## config.mk

```make
export PLATFORM = sky130hd
export DESIGN_NAME = serial_register_readback
export DESIGN_NICKNAME = d
export VERILOG_FILES = /design/src/hw/readback_pkg.sv /design/src/hw/pin_sync.sv /design/src/hw/serial_register_readback.sv
export VERILOG_INCLUDE_DIRS = /design/src /design/src/hw
export SDC_FILE = /design/constraint.sdc
export NUM_CORES = 1
export LEC_CHECK = 0
export ABC_AREA = 1
export BUFFER_PORTS_ARGS = -buffer_cell sky130_fd_sc_hd__buf_2
export CORE_ASPECT_RATIO = 0.8
export CORE_UTILIZATION = 54
export CTS_CLUSTER_SIZE = 40
export DETAILED_ROUTE_END_ITERATION = 12
export PLACE_DENSITY_LB_ADDON = 0.1
export SETUP_SLACK_MARGIN = 0.4
export SYNTH_ARGS = -nofsm -noshare
export SYNTH_HDL_FRONTEND = slang
export SYNTH_SLANG_ARGS = --single-unit
```

## constraint.sdc

```tcl
create_clock -name clk_i -period 4.4 [get_ports clk_i]
set_input_delay 0.66 -clock clk_i [delete_from_list [all_inputs] [get_ports clk_i]]
set_output_delay 0.66 -clock clk_i [all_outputs]
set_load 0.01 [all_outputs]
```

## src/hw/readback_defines.svh

```systemverilog
// constants for the serial readback path
`ifndef READBACK_DEFINES_SVH
`define READBACK_DEFINES_SVH

`define RB_CMD_W      29
`define RB_DATA_W     24
`define RB_PAD_W      5
`define RB_CNT_W      5
`define RB_CH_N       4
`define RB_MIN_BITS   5'h18
`define RB_CNT_MAX    5'h1f
`define RB_LVL_W      6
`define RB_PLD_W      22
`define RB_LVL_MSB    21
`define RB_LVL_LSB    16
`define RB_CLS_SYSCTL 2'h0
`define RB_CLS_CMP    2'h1
`define RB_CLS_RSVD   2'h2
`define RB_CLS_ALARM  2'h3
`define RB_SHREG_RST  29'h0000000
`define RB_DATA_RST   24'h000000
`define RB_PAD_ZERO   5'h00
`define RB_PIN_N      3
`define RB_PIN_SCLK   0
`define RB_PIN_SYNC   1
`define RB_PIN_SDI    2

`endif

```

## src/hw/readback_pkg.sv

```systemverilog
// types shared by the serial readback path
package readback_pkg;
`include "readback_defines.svh"

	// one command word as clocked in, msb first
	typedef struct packed {
		logic                   rd_wr;
		logic [`RB_CH_N-1:0]    chan_sel;
		logic                   register_class_hi;
		logic                   register_class_lo;
		logic [`RB_PLD_W-1:0]   payload;
	} cmd_word_t;

	// which register a read command selects
	typedef struct packed {
		logic                   global_sel;
		logic [1:0]             channel;
		logic [1:0]             reg_class;
		logic [`RB_LVL_W-1:0]   level_addr;
	} rd_sel_t;

	typedef enum logic [1:0] {
		ST_IDLE = 2'b00,
		ST_WAIT = 2'b01,
		ST_LOAD = 2'b10
	} fsm_t;

	typedef struct packed {
		logic                   meta;
		logic                   stable;
		logic                   prev;
	} sync_t;

	typedef struct packed {
		logic [`RB_CMD_W-1:0]   shreg;
		logic [`RB_CNT_W-1:0]   bitcnt;
		logic                   sdo;
		logic                   sdo_oe;
		fsm_t                   fsm;
		logic [`RB_DATA_W-1:0]  rd_buf;
		logic                   rd_req;
		rd_sel_t                rd_sel;
		logic                   cmd_valid;
		cmd_word_t              cmd;
		logic                   cmd_err;
	} state_t;

endpackage : readback_pkg

```

## src/hw/pin_sync.sv

```systemverilog
// two-flop synchroniser with edge pulses for one pin
`timescale 1ns/1ps
module pin_sync
	import readback_pkg::*;
(
	input  wire logic clk_i,
	input  wire logic rst_n_i,
	input  wire logic pin_i,
	output logic      level_o,
	output logic      rise_o,
	output logic      fall_o
);

	sync_t s_r;
	sync_t s_nxt;

	// meta feeds only the stable stage
	always_comb
	begin
		s_nxt        = s_r;
		s_nxt.meta   = pin_i;
		s_nxt.stable = s_r.meta;
		s_nxt.prev   = s_r.stable;
	end

	always_ff @(posedge clk_i or negedge rst_n_i)
	begin
		if (!rst_n_i)
			s_r <= 3'h7;
		else
			s_r <= s_nxt;
	end

	// edges judged from settled stages only
	assign level_o = s_r.stable;
	assign rise_o  = s_r.stable & ~s_r.prev;
	assign fall_o  = ~s_r.stable & s_r.prev;

endmodule : pin_sync

```

## src/hw/serial_register_readback.sv

```systemverilog
// serial port readback: command capture, decode and shift-out
`timescale 1ns/1ps
module serial_register_readback
	import readback_pkg::*;
(
	input  wire logic                  clk_i,
	input  wire logic                  rst_n_i,
	input  wire logic                  sclk_i,
	input  wire logic                  sync_n_i,
	input  wire logic                  sdi_i,
	output logic                       sdo_o,
	output logic                       sdo_oe_o,
	output logic                       cmd_valid_o,
	output cmd_word_t                  cmd_o,
	output logic                       cmd_err_o,
	output logic                       rd_req_o,
	output rd_sel_t                    rd_sel_o,
	input  wire logic                  rd_valid_i,
	input  wire logic [`RB_DATA_W-1:0] rd_data_i
);

	state_t                 st_r;
	state_t                 st_nxt;
	logic [`RB_PIN_N-1:0]   pin_raw;
	logic [`RB_PIN_N-1:0]   pin_lvl;
	logic [`RB_PIN_N-1:0]   pin_rise;
	logic [`RB_PIN_N-1:0]   pin_fall;

	assign pin_raw[`RB_PIN_SCLK] = sclk_i;
	assign pin_raw[`RB_PIN_SYNC] = sync_n_i;
	assign pin_raw[`RB_PIN_SDI]  = sdi_i;

	// every pin takes the same two-flop delay, so sdi stays aligned to sclk
	generate
		for (genvar p = 0; p < `RB_PIN_N; p++)
		begin : g_pin
			pin_sync u_sync (
				.clk_i   (clk_i),
				.rst_n_i (rst_n_i),
				.pin_i   (pin_raw[p]),
				.level_o (pin_lvl[p]),
				.rise_o  (pin_rise[p]),
				.fall_o  (pin_fall[p])
			);
		end
	endgenerate

	logic                   in_frame;
	logic                   frame_start;
	logic                   frame_end;
	logic                   sclk_rise;
	cmd_word_t              word;
	logic [1:0]             cls;
	logic [`RB_CH_N-1:0]    ch;
	logic                   ch_none;
	logic                   ch_one;
	logic [1:0]             ch_idx;
	logic                   pld_zero;
	logic                   rd_ok;
	logic                   rd_bad;

	assign in_frame    = ~pin_lvl[`RB_PIN_SYNC];
	assign frame_start = pin_fall[`RB_PIN_SYNC];
	assign frame_end   = pin_rise[`RB_PIN_SYNC];
	assign sclk_rise   = pin_rise[`RB_PIN_SCLK];

	// field view of the captured word; after a short frame the top five
	// bits are the zeros left behind by the last load
	assign word     = cmd_word_t'(st_r.shreg);
	assign cls      = {word.register_class_hi, word.register_class_lo};
	assign ch       = word.chan_sel;
	assign ch_none  = (ch == 4'h0);
	assign ch_one   = (ch == 4'h1) | (ch == 4'h2) | (ch == 4'h4) | (ch == 4'h8);
	assign pld_zero = (word.payload == 22'h000000);

	// channel index from a one-hot select
	always_comb
	begin
		ch_idx = 2'h0;
		if (ch[3])
			ch_idx = 2'h3;
		else if (ch[2])
			ch_idx = 2'h2;
		else if (ch[1])
			ch_idx = 2'h1;
	end

	// read legality; reserved global class is answered by nothing
	always_comb
	begin
		rd_ok  = 1'b0;
		rd_bad = 1'b0;
		if (word.rd_wr)
		begin
			if (ch_none)
			begin
				if (cls == `RB_CLS_RSVD)
					rd_ok = 1'b0;
				else if (pld_zero)
					rd_ok = 1'b1;
				else
					rd_bad = 1'b1;
			end
			else if (ch_one)
			begin
				if (cls == `RB_CLS_SYSCTL)
				begin
					rd_ok  = pld_zero;
					rd_bad = ~pld_zero;
				end
				else
					rd_ok = 1'b1;
			end
			else
				rd_bad = 1'b1;
		end
	end

	// whole port state: one copy filled here, registered below
	always_comb
	begin
		st_nxt           = st_r;
		st_nxt.rd_req    = 1'b0;
		st_nxt.cmd_valid = 1'b0;
		st_nxt.cmd_err   = 1'b0;

		// a new frame restarts the edge count
		if (frame_start)
			st_nxt.bitcnt = 5'h00;

		// shift msb out, sdi in, on each rising sclk inside the frame
		if (in_frame && sclk_rise)
		begin
			st_nxt.shreg = {st_r.shreg[`RB_CMD_W-2:0], pin_lvl[`RB_PIN_SDI]};
			if (st_r.bitcnt != `RB_CNT_MAX)
				st_nxt.bitcnt = st_r.bitcnt + 5'h01;
		end

		// frames shorter than 24 edges are dropped as incomplete
		if (frame_end && (st_r.bitcnt >= `RB_MIN_BITS))
		begin
			st_nxt.cmd_valid = 1'b1;
			st_nxt.cmd       = word;
			st_nxt.cmd_err   = rd_bad;
			if (rd_ok)
			begin
				st_nxt.rd_req                = 1'b1;
				st_nxt.rd_sel.global_sel     = ch_none;
				st_nxt.rd_sel.channel        = ch_idx;
				st_nxt.rd_sel.reg_class      = cls;
				st_nxt.rd_sel.level_addr     = word.payload[`RB_LVL_MSB:`RB_LVL_LSB];
				st_nxt.fsm                   = ST_WAIT;
			end
		end

		// the answer may arrive at any time; it is parked until the line is idle
		unique case (st_r.fsm)
			ST_IDLE:
			begin
				st_nxt.rd_buf = st_r.rd_buf;
			end
			ST_WAIT:
			begin
				if (rd_valid_i && !st_nxt.rd_req)
				begin
					st_nxt.rd_buf = rd_data_i;
					st_nxt.fsm    = ST_LOAD;
				end
			end
			ST_LOAD:
			begin
				// loading mid-frame would corrupt the bits being shifted
				if (!in_frame && !frame_end)
				begin
					st_nxt.shreg = {st_r.rd_buf, `RB_PAD_ZERO};
					st_nxt.fsm   = ST_IDLE;
				end
			end
			default:
			begin
				st_nxt.fsm = ST_IDLE;
			end
		endcase

		// drive only inside the frame so several parts can share sdo
		st_nxt.sdo_oe = in_frame;
		st_nxt.sdo    = in_frame ? st_nxt.shreg[`RB_CMD_W-1] : 1'b0;
	end

	always_ff @(posedge clk_i or negedge rst_n_i)
	begin
		if (!rst_n_i)
		begin
			st_r.shreg     <= `RB_SHREG_RST;
			st_r.bitcnt    <= 5'h00;
			st_r.sdo       <= 1'b0;
			st_r.sdo_oe    <= 1'b0;
			st_r.fsm       <= ST_IDLE;
			st_r.rd_buf    <= `RB_DATA_RST;
			st_r.rd_req    <= 1'b0;
			st_r.rd_sel    <= '0;
			st_r.cmd_valid <= 1'b0;
			st_r.cmd       <= '0;
			st_r.cmd_err   <= 1'b0;
		end
		else
			st_r <= st_nxt;
	end

	// all outputs straight from the state register
	assign sdo_o       = st_r.sdo;
	assign sdo_oe_o    = st_r.sdo_oe;
	assign cmd_valid_o = st_r.cmd_valid;
	assign cmd_o       = st_r.cmd;
	assign cmd_err_o   = st_r.cmd_err;
	assign rd_req_o    = st_r.rd_req;
	assign rd_sel_o    = st_r.rd_sel;

endmodule : serial_register_readback

```

==> impl_results.md, run 1 <==
* Status: finished clean
* Sw Ratio at 23.3%
* DR vias at about 3,700
* Post-synth design cell area at roughly 5000 µm²
* PwrDens at 515 nW/µm²
* # IOs at 75
* Met1 usage at approximately 33%
* H-tree level count at 4
* Most frequent cells in the layout: nand2_1 (161), dfrtp_1 (105), buf_2 (73)
* CTS Hold Bufs at 0
* Maximum vdd ir drop at around 0.34 mV
* Antenna violations before repair at 0
* CP endpoint kind: flip-flop
* Drt total wl at just over 10,000 µm
* Commonest non-fill, non-tap cell in the layout: nand2_1
* Final Slew Violations at 0
* Clock transition at path regs at roughly 60 ps
* Setup TNS at 0 ps
* Vias per cell at between 5 and 6
* Placed inst area at slightly above 5000 µm²
* Die width at ~110 µm
* Slowest cell on the critical path: nor2_2
* CTS root buffer: clkbuf_16
* Int Pwr at roughly 2.3 mW
* Synthesis Warnings at 0
* CTS sink count at roughly 110
* RSZ-0062 raised after global routing: false
* Pin count of the biggest net entering global routing at 67
* First-pass GRT wire length at roughly 16,000 µm
* Avg WL per Cell at approximately 14 µm
* CP max stage delay at around 660 ps
* GPL Wtd Cong at 0.844
* Port bufs at 74
* # rows at 31
* CTS buffer count at 17
* Residual DRC at 0
* Met2 Resource Use GR at between 30% and 40%
* Hold slack at about 350 ps
* Worst Skew at ~10 ps
* Post-synthesis compound-gate area fraction at 11.1%
* Synth Net Count at approximately 590
* Total power at roughly 3.0 mW
* Synth Area in Adders at less than 1%
* Grt peak-use layer: met1
* HP Class: in -> reg
* Gr usage total at roughly 23%
* Final #Nets at about 620
* # fillers at 780
* Fmax at 0.462 GHz
* CP arrival at 2430 ps
* Detail Route Antenna Nets at 0
* Synth Area in XOR/XNOR at 0%
* Max_cap viols at 0
* Switch Pwr at around 700 µW
* Worst path most repeated cell: nand2_1
* Die Span Y at ~90 µm
* Sequential share of power at 39.8%
* Final Hold Fails at 0
* Fin area at between 5000 and 6000 µm²
* Unique cell type count in the Yosys netlist at 28
* GRT overflow at 0
* Critical path fanouts, max at 25
* # setup viols final at 0
* Final HPWL DP at 6750 µm
* Post-CTS Setup Bufs at 0
* Mux cell area share after synthesis at 0%
* Synthesized area per cell at 8.92 µm²
* Sequential element share of the synthesized area at between 50% and 60%
* Synth Area in Simple Gates at between 10% and 20%
* Final period utilization at between 40% and 50%
* CTS tree: done
* Slew @ Worst Pin at 840 ps
* Static Leak at 3.02 nW
* Starting Density at between 50% and 60%
* Clock network power share at 52.2%
* First drt pass iteration count at 4
* Starting DRT DRC Count at slightly above 200
* Slew headroom at a little over two fifths
* Tmin final at roughly 2200 ps
* Number of global-route vias before repair at between 3,000 and 4,000
* N_diodes at 0
* FF+latch count, synth at between 100 and 150
* Crit Path Category: reg -> reg
* Synth Instances at 561
* Largest family of logic cells by synthesized area: simple AND/OR/NAND/NOR gates
* CTS max path bufs at 2
* Post-CTS Resized at 0
* Core Region at ~9000 µm²
* Share of layout cells above drive strength 1 at between 20 and 25%
* Logic pwr share at a little under 8%
* CP Cell Sequence: nand2_1, nor2_2, buf_4, a21oi_1, o21ai_0, nand2_1
* Area Overhead vs Synth at 16.1%
* Met3 Use GR at under 10%
* Die area at about 9700 µm²
* Worst skew pair latency at 400 ps
* CP startpoint kind: flip-flop
* WP data required at ~4700 ps
-- metal layers --
| metal | part of all wire, % | vias up |
|---|---|---|
| met2 | 44 | 93 |
| met5 | 0 | - |
| met1 | 50 | 1742 |
| li1 | - | 1836 |
| met3 | 4.9 | 14 |
| met4 | 1.2 | 0 |
-- worst max-delay path: cells and delay by family, from the launching register on --
| kind | cells | cell delay, ps |
|---|---|---|
| DFF | 1 | 570 |
| AOI/OAI and AO/OA | 2 | 210 |
| buffers and inverters | 1 | 400 |
| and+or+nand+nor | 3 | 850 |
-- path summary, 6_finish.rpt --
kind                       slack, ps                  endpoint                startpoint  cells past startpoint
max reg2reg                     2240                  word[14]   g_pin[1].u_sync.level_o                      6
min in group asynchronous        360                 cmd_o[19]                   rst_n_i                      1
min                              350  g_pin[1].u_sync.s_nxt[1]                  sync_n_i                      1
max                             2240                  word[14]   g_pin[1].u_sync.level_o                      6
min reg2reg                      360   g_pin[1].u_sync.level_o  g_pin[1].u_sync.s_nxt[1]                      0
max in group asynchronous       3110    g_pin[0].u_sync.s_r[0]                   rst_n_i                      2
-- cells by family after synthesis --
| logic type | after synthesis |
|---|---|
| AND/OR/NAND/NOR | 225 |
| buffers and inverters | 112 |
| AO/OA/AOI/OAI | 108 |
| flip-flops | 113 |
| adder cells (fa/ha/maj) | 3 |
-- power groups by stage --
| stage | logic, mW | registers, mW | clock network [mW] |
|---|---|---|---|
| 6_report | 0.238 | 1.19 | 1.56 |
| 3_5_place_dp | 0.235 | 1.21 | 0 |
| 2_1_floorplan | 0.152 | 1.19 | 0 |
| 3_3_place_gp | 0.226 | 1.20 | 0 |
| 4_1_cts | 0.239 | 1.19 | 1.58 |
| 5_1_grt | 0.270 | 1.20 | 1.64 |
-- sequential cells by signal, summed over array words and instances, names as in the netlist --
register	count
g_pin.u_sync.s_r	2
sdo_o	1
word	29
rd_req_o	1
g_pin.u_sync.level_o	3
cmd_valid_o	1
g_pin.u_sync.s_nxt	3
sdo_oe_o	1
cmd_err_o	1
cmd_o	29
rd_sel_o	11
st_r	31
-- stage by stage --
stage / setup slack (ps) / instances / util [%]
after floorplan: 2790 / 561 / -
after detailed placement: 2260 / 687 / 56.7
after global routing: 2060 / 719 / 64.3
after global placement: 2350 / 687 / 56.7
after CTS: 2230 / 719 / 64.3
final: 2240 / 719 / 64.3
-- area by class of cell --
type | instances | area (µm²) | share of cell area [%]
Clock buffer | 19 | 453 | 7.80
Multi-Input combinational cell | 336 | 1560 | 26.9
Inverter | 43 | 161 | 2.78
Tap cell | 115 | 144 | 2.48
Clock inverter | 13 | 231 | 3.99
Sequential cell | 113 | 2840 | 48.9
Timing Repair Buffer | 80 | 418 | 7.20
-- cells in the mapped netlist, drive strengths merged --
master | number | area share (%)
nor3 | 3 | 0.53
or2 | 1 | 0.13
a21oi | 33 | 3.4
nand3b | 1 | 0.15
ha | 3 | 0.75
nand4 | 24 | 3.0
nand3 | 7 | 0.95
nand2 | 164 | 13
inv | 43 | 3.2
and2 | 1 | 0.18
o21ai | 72 | 7.2
dfstp | 8 | 4.2
dfrtp | 105 | 53
o31ai | 2 | 0.30
buf | 51 | 7.5
a221oi | 1 | 0.18
clkbuf | 18 | 1.4
nor2 | 24 | 1.9
Note: power is estimated with default switching activity, not from simulation.
==> run 2, diff against run 1 <==
Settings changed: CORE_UTILIZATION 54 to 51.
Clock period 4.4 ns to 1.8 ns, I/O delays scaled along.
==> run 2 against run 1 <==
Compared with the run above: the flow now finishes with violations (negative setup slack); critical path depth increased by 4; maximum frequency grew 19%; largest power group unchanged; worst setup slack worse by 2300 ps.
==> impl_results.md, run 2 (synthesis results as in run 1) <==
* Reg2reg end: st_r[59]
* RR Startpoint: g_pin[1].u_sync.level_o
* Commonest non-fill, non-tap cell in the layout: nand2_1
* Sequential Area at around 2800 µm²
* Share of layout cells above drive strength 1 at approximately a third
* Family with the most delay on the worst path: simple AND/OR/NAND/NOR gates
* # IOs at between 70 and 80
* CP startpoint kind: flip-flop
* Final HPWL DP at 6830 µm
* Slowest cell on the critical path: dfstp_2
* Clock network power share at between 40% and 50%
* Number of stages on the worst hold path at 3
* Max_cap viols at 0
* Status: finished, violations left
* Most frequent cells in the layout: nand2_1 (145), dfrtp_1 (105), buf_2 (74)
* WP data required at roughly 2100 ps
* Antenna violations before repair at 0
* Port bufs at 74
* RSZ-0062 raised after global routing: true
* Detail Route Antenna Nets at 0
* CTS sink count at roughly 110
* CP Cell Sequence: nand2_2, nor3_4, nand2_2, a21oi_2, and2_4, nand2_8, buf_12, nand3_4, nand2_1, nand2_1
* Reg2reg setup slack at -10 ps
* Vias per cell at between 5 and 6
* Critical path fanouts, max at 6
* Gr usage total at ~26%
* Final setup margin at -14.1 ps
* Maximum vdd ir drop at slightly above 0.9 mV
* Multi-input gate area at 1740 µm²
* Worst Skew at between 8 and 9 ps
* GRT overflow at 0
* Sw Ratio at 24.5%
* Total power at about 7.1 mW
* Final Hold Fails at 0
* First-pass GRT wire length at around 20,000 µm
* Endpoint, Worst Hold: st_r[52]
* Residual DRC at 0
* Switch Pwr at 1.74 mW
* Hold slack at between 100 and 150 ps
* Fin area at between 6000 and 7000 µm²
* Drt total wl at 12,900 µm
* Pin count of the biggest net entering global routing at 47
* # rows at 31
* CTS root buffer: clkbuf_16
* Core Region at 9270 µm²
* Worst skew pair latency at around 410 ps
* Most flops, register: st_r
* Starting Density at 54.0%
* Static Leak at between 3 and 4 nW
* Die Span Y at 90.6 µm
* Clock transition at path regs at ~50 ps
* Failing checks: negative setup slack
* CP arrival at 2160 ps
* Tmin final at ~1800 ps
* Placed inst area at around 5200 µm²
* DR vias at slightly above 4,000
* Final #Nets at between 600 and 700
* Starting DRT DRC Count at 320
* CTS tree: done
* Pre-CTS WS at between 60 and 70 ps
* PwrDens at between 1000 and 1500 nW/µm²
* Start point of the worst min-delay path: rd_data_i[9]
* First drt pass iteration count at 5
* # setup viols final at 6
* Slew @ Worst Pin at 667 ps
* CP endpoint kind: flip-flop
* Die area at between 10,000 and 15,000 µm²
* GPL Wtd Cong at 0.779
* Path depth of the worst reg2reg path at 10
* CTS buffer count at 17
* Final period utilization at 101%
* Slew headroom at 55.3%
* Crit Path Category: reg -> reg
* N_diodes at 0
* H-tree level count at 4
* HP Class: in -> reg
* Critical path buffers and inverters at 1
* Number of global-route vias before repair at 3,892
* Fmax at 0.551 GHz
* Final Slew Violations at 0
* Sequential share of power at between 40 and 50%
* CP max stage delay at between 500 and 600 ps
* CTS max path bufs at 2
* Logic pwr share at between 10% and 20%
* Largest register FFs at 31
* # fillers at between 600 and 700
* Int Pwr at approximately 5.4 mW
* Avg WL per Cell at around 17 µm
* Die width at between 100 and 150 µm
* Area Overhead vs Synth at 33.4%
run 2: layer usage:
layer	track usage, %	wire length (µm)	vias up
li1	-	-	1943
met1	35.2	5860	1946
met2	38.0	6110	138
met3	7.99	677	21
met4	10.2	253	0
met5	0	0	-
run 2: through the flow:
stage / utilization [%] / setup TNS [ps] / instances
2_1_floorplan: - / 0 / 561
3_3_place_gp: 56.6 / 0 / 692
3_5_place_dp: 56.6 / 0 / 692
4_1_cts: 69.6 / 0 / 759
5_1_grt: 72.0 / -1860 / 765
6_report: 72.0 / -37.6 / 765
run 2: final cells by class:
type,instances,area share (%)
Timing Repair Buffer,125,17.7
Tap cell,115,2.16
Multi-Input combinational cell,338,26.0
Inverter,43,2.57
Clock buffer,26,7.48
Sequential cell,113,42.5
Clock inverter,5,1.50
run 2: worst max path at each step:
stage	from	endpoint	slack, ps	depth (start not counted)
5_1_grt	g_pin[1].u_sync.level_o	st_r[63]	-80	10
2_1_floorplan	g_pin[1].u_sync.level_o	st_r[47]	190	10
3_3_place_gp	word[7]	st_r[68]	130	10
3_5_place_dp	g_pin[1].u_sync.level_o	st_r[68]	70	8
4_1_cts	g_pin[1].u_sync.level_o	st_r[66]	100	9
6_report	g_pin[1].u_sync.level_o	st_r[59]	-10	10
run 2: power by group through the flow:
stage / sequential [mW] / combinational (mW) / clock (mW)
6_report: 2.93 / 0.755 / 3.40
5_1_grt: 2.95 / 0.846 / 3.57
4_1_cts: 2.91 / 0.696 / 3.44
3_5_place_dp: 2.94 / 0.587 / 0
3_3_place_gp: 2.94 / 0.578 / 0
2_1_floorplan: 2.91 / 0.374 / 0
run 2: tightest hold or removal path, cell delays in order:
cell and delay (ps):
buf_2 70, nand4_1 80, nand2_1 60
run 2: timing repair:
action                                  4_1_cts  5_1_grt
hold endpoints to repair                     32        0
cloned                                       10        3
buffers inserted                             22        3
endpoints found under the setup margin       90      103
gates resized for setup                      63       50
pin swaps                                    16       24
hold buffers                                  4        0
==> run 3, diff against run 2 <==
Settings changed: CORE_ASPECT_RATIO 0.8 to default, CORE_UTILIZATION 51 to 54, SLEW_MARGIN from default to 30.
Clock period 1.8 ns to 2.07 ns, I/O delays scaled along.
==> run 3 against run 2 <==
Compared with the run above: the flow finishes with violations (design-rule violations); first-iteration DRC count decreased by 19%; clock-buffer cell count fell by 4; sequential cell count stayed put; global-route usage shrank 1.3 points; critical endpoint is now st_r[58]; largest power group unchanged; highest routed layer unchanged.
==> impl_results.md, run 3 (synthesis results as in run 1) <==
* Status: finished, violations left
* Failing checks: design-rule violations
* # rows at 34
* GRT overflow at 0
* Met1 usage at 33.0%
* H-tree level count at 4
* Vias per cell at between 5 and 6
* Tmin final at about 1700 ps
* # setup viols final at 0
* Total power at between 5 and 6 mW
* Commonest non-fill, non-tap cell in the layout: nand2_1
* Critical path fanouts, max at 6
* # placed instances at approximately 700
* Most flops, register: st_r
* Grt peak-use layer: met2
* Slew @ Worst Pin at approximately 630 ps
* Antenna violations before repair at 0
* Avg WL per Cell at between 15 and 20 µm
* Reg2reg end: st_r[58]
* Worst skew pair latency at between 500 and 600 ps
* Fin area at approximately 6200 µm²
* Max_cap viols at 0
* Final period utilization at a little over four fifths
* # IOs at 75
* First drt pass iteration count at 9
* PwrDens at about 970 nW/µm²
* Core Region at approximately 8800 µm²
* N_diodes at 0
* Largest register FFs at 31
* Worst Skew at ~12 ps
* Die area at around 9700 µm²
* Met3 Use GR at under 10%
* Drt total wl at roughly 12,000 µm
* CTS sink count at between 100 and 150
* RR Startpoint: g_pin[1].u_sync.level_o
* Residual DRC at 3
* Number of global-route vias before repair at approximately 3,900
* Static Leak at roughly 3.2 nW
* Starting Density at 56.5%
* Area Overhead vs Synth at 23.9%
* Met2 Resource Use GR at 38.7%
* Most frequent cells in the layout: nand2_1 (159), dfrtp_1 (105), buf_2 (73)
* Final #Nets at 652
* Gr usage total at between 20% and 30%
* Final HPWL DP at between 6000 and 7000 µm
* Crit Path Category: reg -> reg
* CTS root buffer: clkbuf_8
* Pin count of the biggest net entering global routing at around 110
* Final Hold Fails at 0
* Critical Path Sink: st_r[58]
* CTS buffer count at 17
* GPL Wtd Cong at 0.813
* Placed inst area at 5180 µm²
* CTS max path bufs at 2
* Starting DRT DRC Count at ~260
* Clock transition at path regs at 50 ps
* DR vias at around 4,000
* Origin of the worst setup path: g_pin[1].u_sync.level_o
* CTS tree: done
* Share of layout cells above drive strength 1 at between 20% and 30%
* CP startpoint kind: flip-flop
* Die width at between 90 and 100 µm
* Detail Route Antenna Nets at 0
* Maximum vdd ir drop at approximately 0.54 mV
* Slew headroom at about three fifths
* Port bufs at 74
* CP arrival at approximately 2200 ps
* Setup TNS at 0 ps
* RSZ-0062 raised after global routing: true
* Final Slew Violations at 0
* HP Class: in -> reg
* Path depth of the worst reg2reg path at 10
* First-pass GRT wire length at 18,300 µm
* Post-Layout Cell Count at 740
* Fmax at 0.574 GHz
* WP data required at roughly 2500 ps
* Die Span Y at 98.3 µm
* CP endpoint kind: flip-flop
* Reg2reg setup slack at 330 ps
## run 3: cell count changes in the layout (fill, tap and decap cells not counted), sizes merged
| cell | before | now |
|---|---|---|
| clkinvlp | 2 | 3 |
| buf | 118 | 97 |
| clkinv | 2 | 4 |
| clkbuf | 29 | 26 |
| inv | 41 | 43 |
| nand2 | 164 | 165 |
## run 3: timing repair
| action | in CTS | in global routing |
|---|---|---|
| hold buffers | 4 | 0 |
| setup buffers | 5 | 8 |
| endpoints found under the setup margin | 39 | 80 |
| gates resized for setup | 15 | 21 |
| gates cloned | 4 | 4 |
| pin swaps | 5 | 5 |
| hold endpoints to repair | 108 | 0 |
## run 3: through the flow
step | worst slack [ps] | utilization, % | hold WS [ps]
floorplan | 456 | - | 14.9
CTS | 284 | 67.5 | 34.6
global placement | 296 | 58.6 | 346
finish | 329 | 70.0 | 48.1
detailed placement | 229 | 58.6 | 348
global route | 235 | 70.0 | 60.2
## run 3: how the worst min path moves through the flow
stage                                   from                 endpoint  slack [ps]  cells after the start
detailed placement  g_pin[0].u_sync.s_nxt[1]  g_pin[0].u_sync.level_o         350                      0
finish                          rd_data_i[6]                 st_r[49]          50                      3
CTS                             rd_data_i[6]                 st_r[49]          30                      3
global placement    g_pin[0].u_sync.s_nxt[1]  g_pin[0].u_sync.level_o         350                      0
global route                   rd_data_i[10]                 st_r[53]          60                      3
floorplan                            rst_n_i                cmd_err_o          10                      0
## run 3: report_power, final
| group | leakage [nW] | internal, mW | switching (mW) |
|---|---|---|---|
| combinational | 1.44 | 0.210 | 0.356 |
| sequential | 1.45 | 2.39 | 0.144 |
| clock | 0.287 | 1.92 | 0.979 |
## run 3: layer usage
layer,share of wire [%],vias up
li1,-,1903
met3,4.7,27
met5,0,-
met1,45,1912
met4,2.5,0
met2,48,131
## run 3: area by class of cell
| cell class | instances | area (µm²) |
|---|---|---|
| clock buffers | 22 | 463 |
| repair buffers | 105 | 808 |
| fillers | 670 | 2650 |
| multi-input cells | 339 | 1660 |
| clock inverters | 10 | 133 |
| flip-flops and latches | 113 | 2840 |
| well taps | 108 | 135 |
| inverters | 43 | 161 |
## run 3: critical path, stage by stage (launching register included)
cell and delay (ps):
dfstp_2 550, nand2_2 60, nor3_4 190, nand2_2 100, a21oi_2 110, and2_4 200, nand2_8 90, buf_6 140
nand3_4 100, nand2_1 70, nand2_1 80
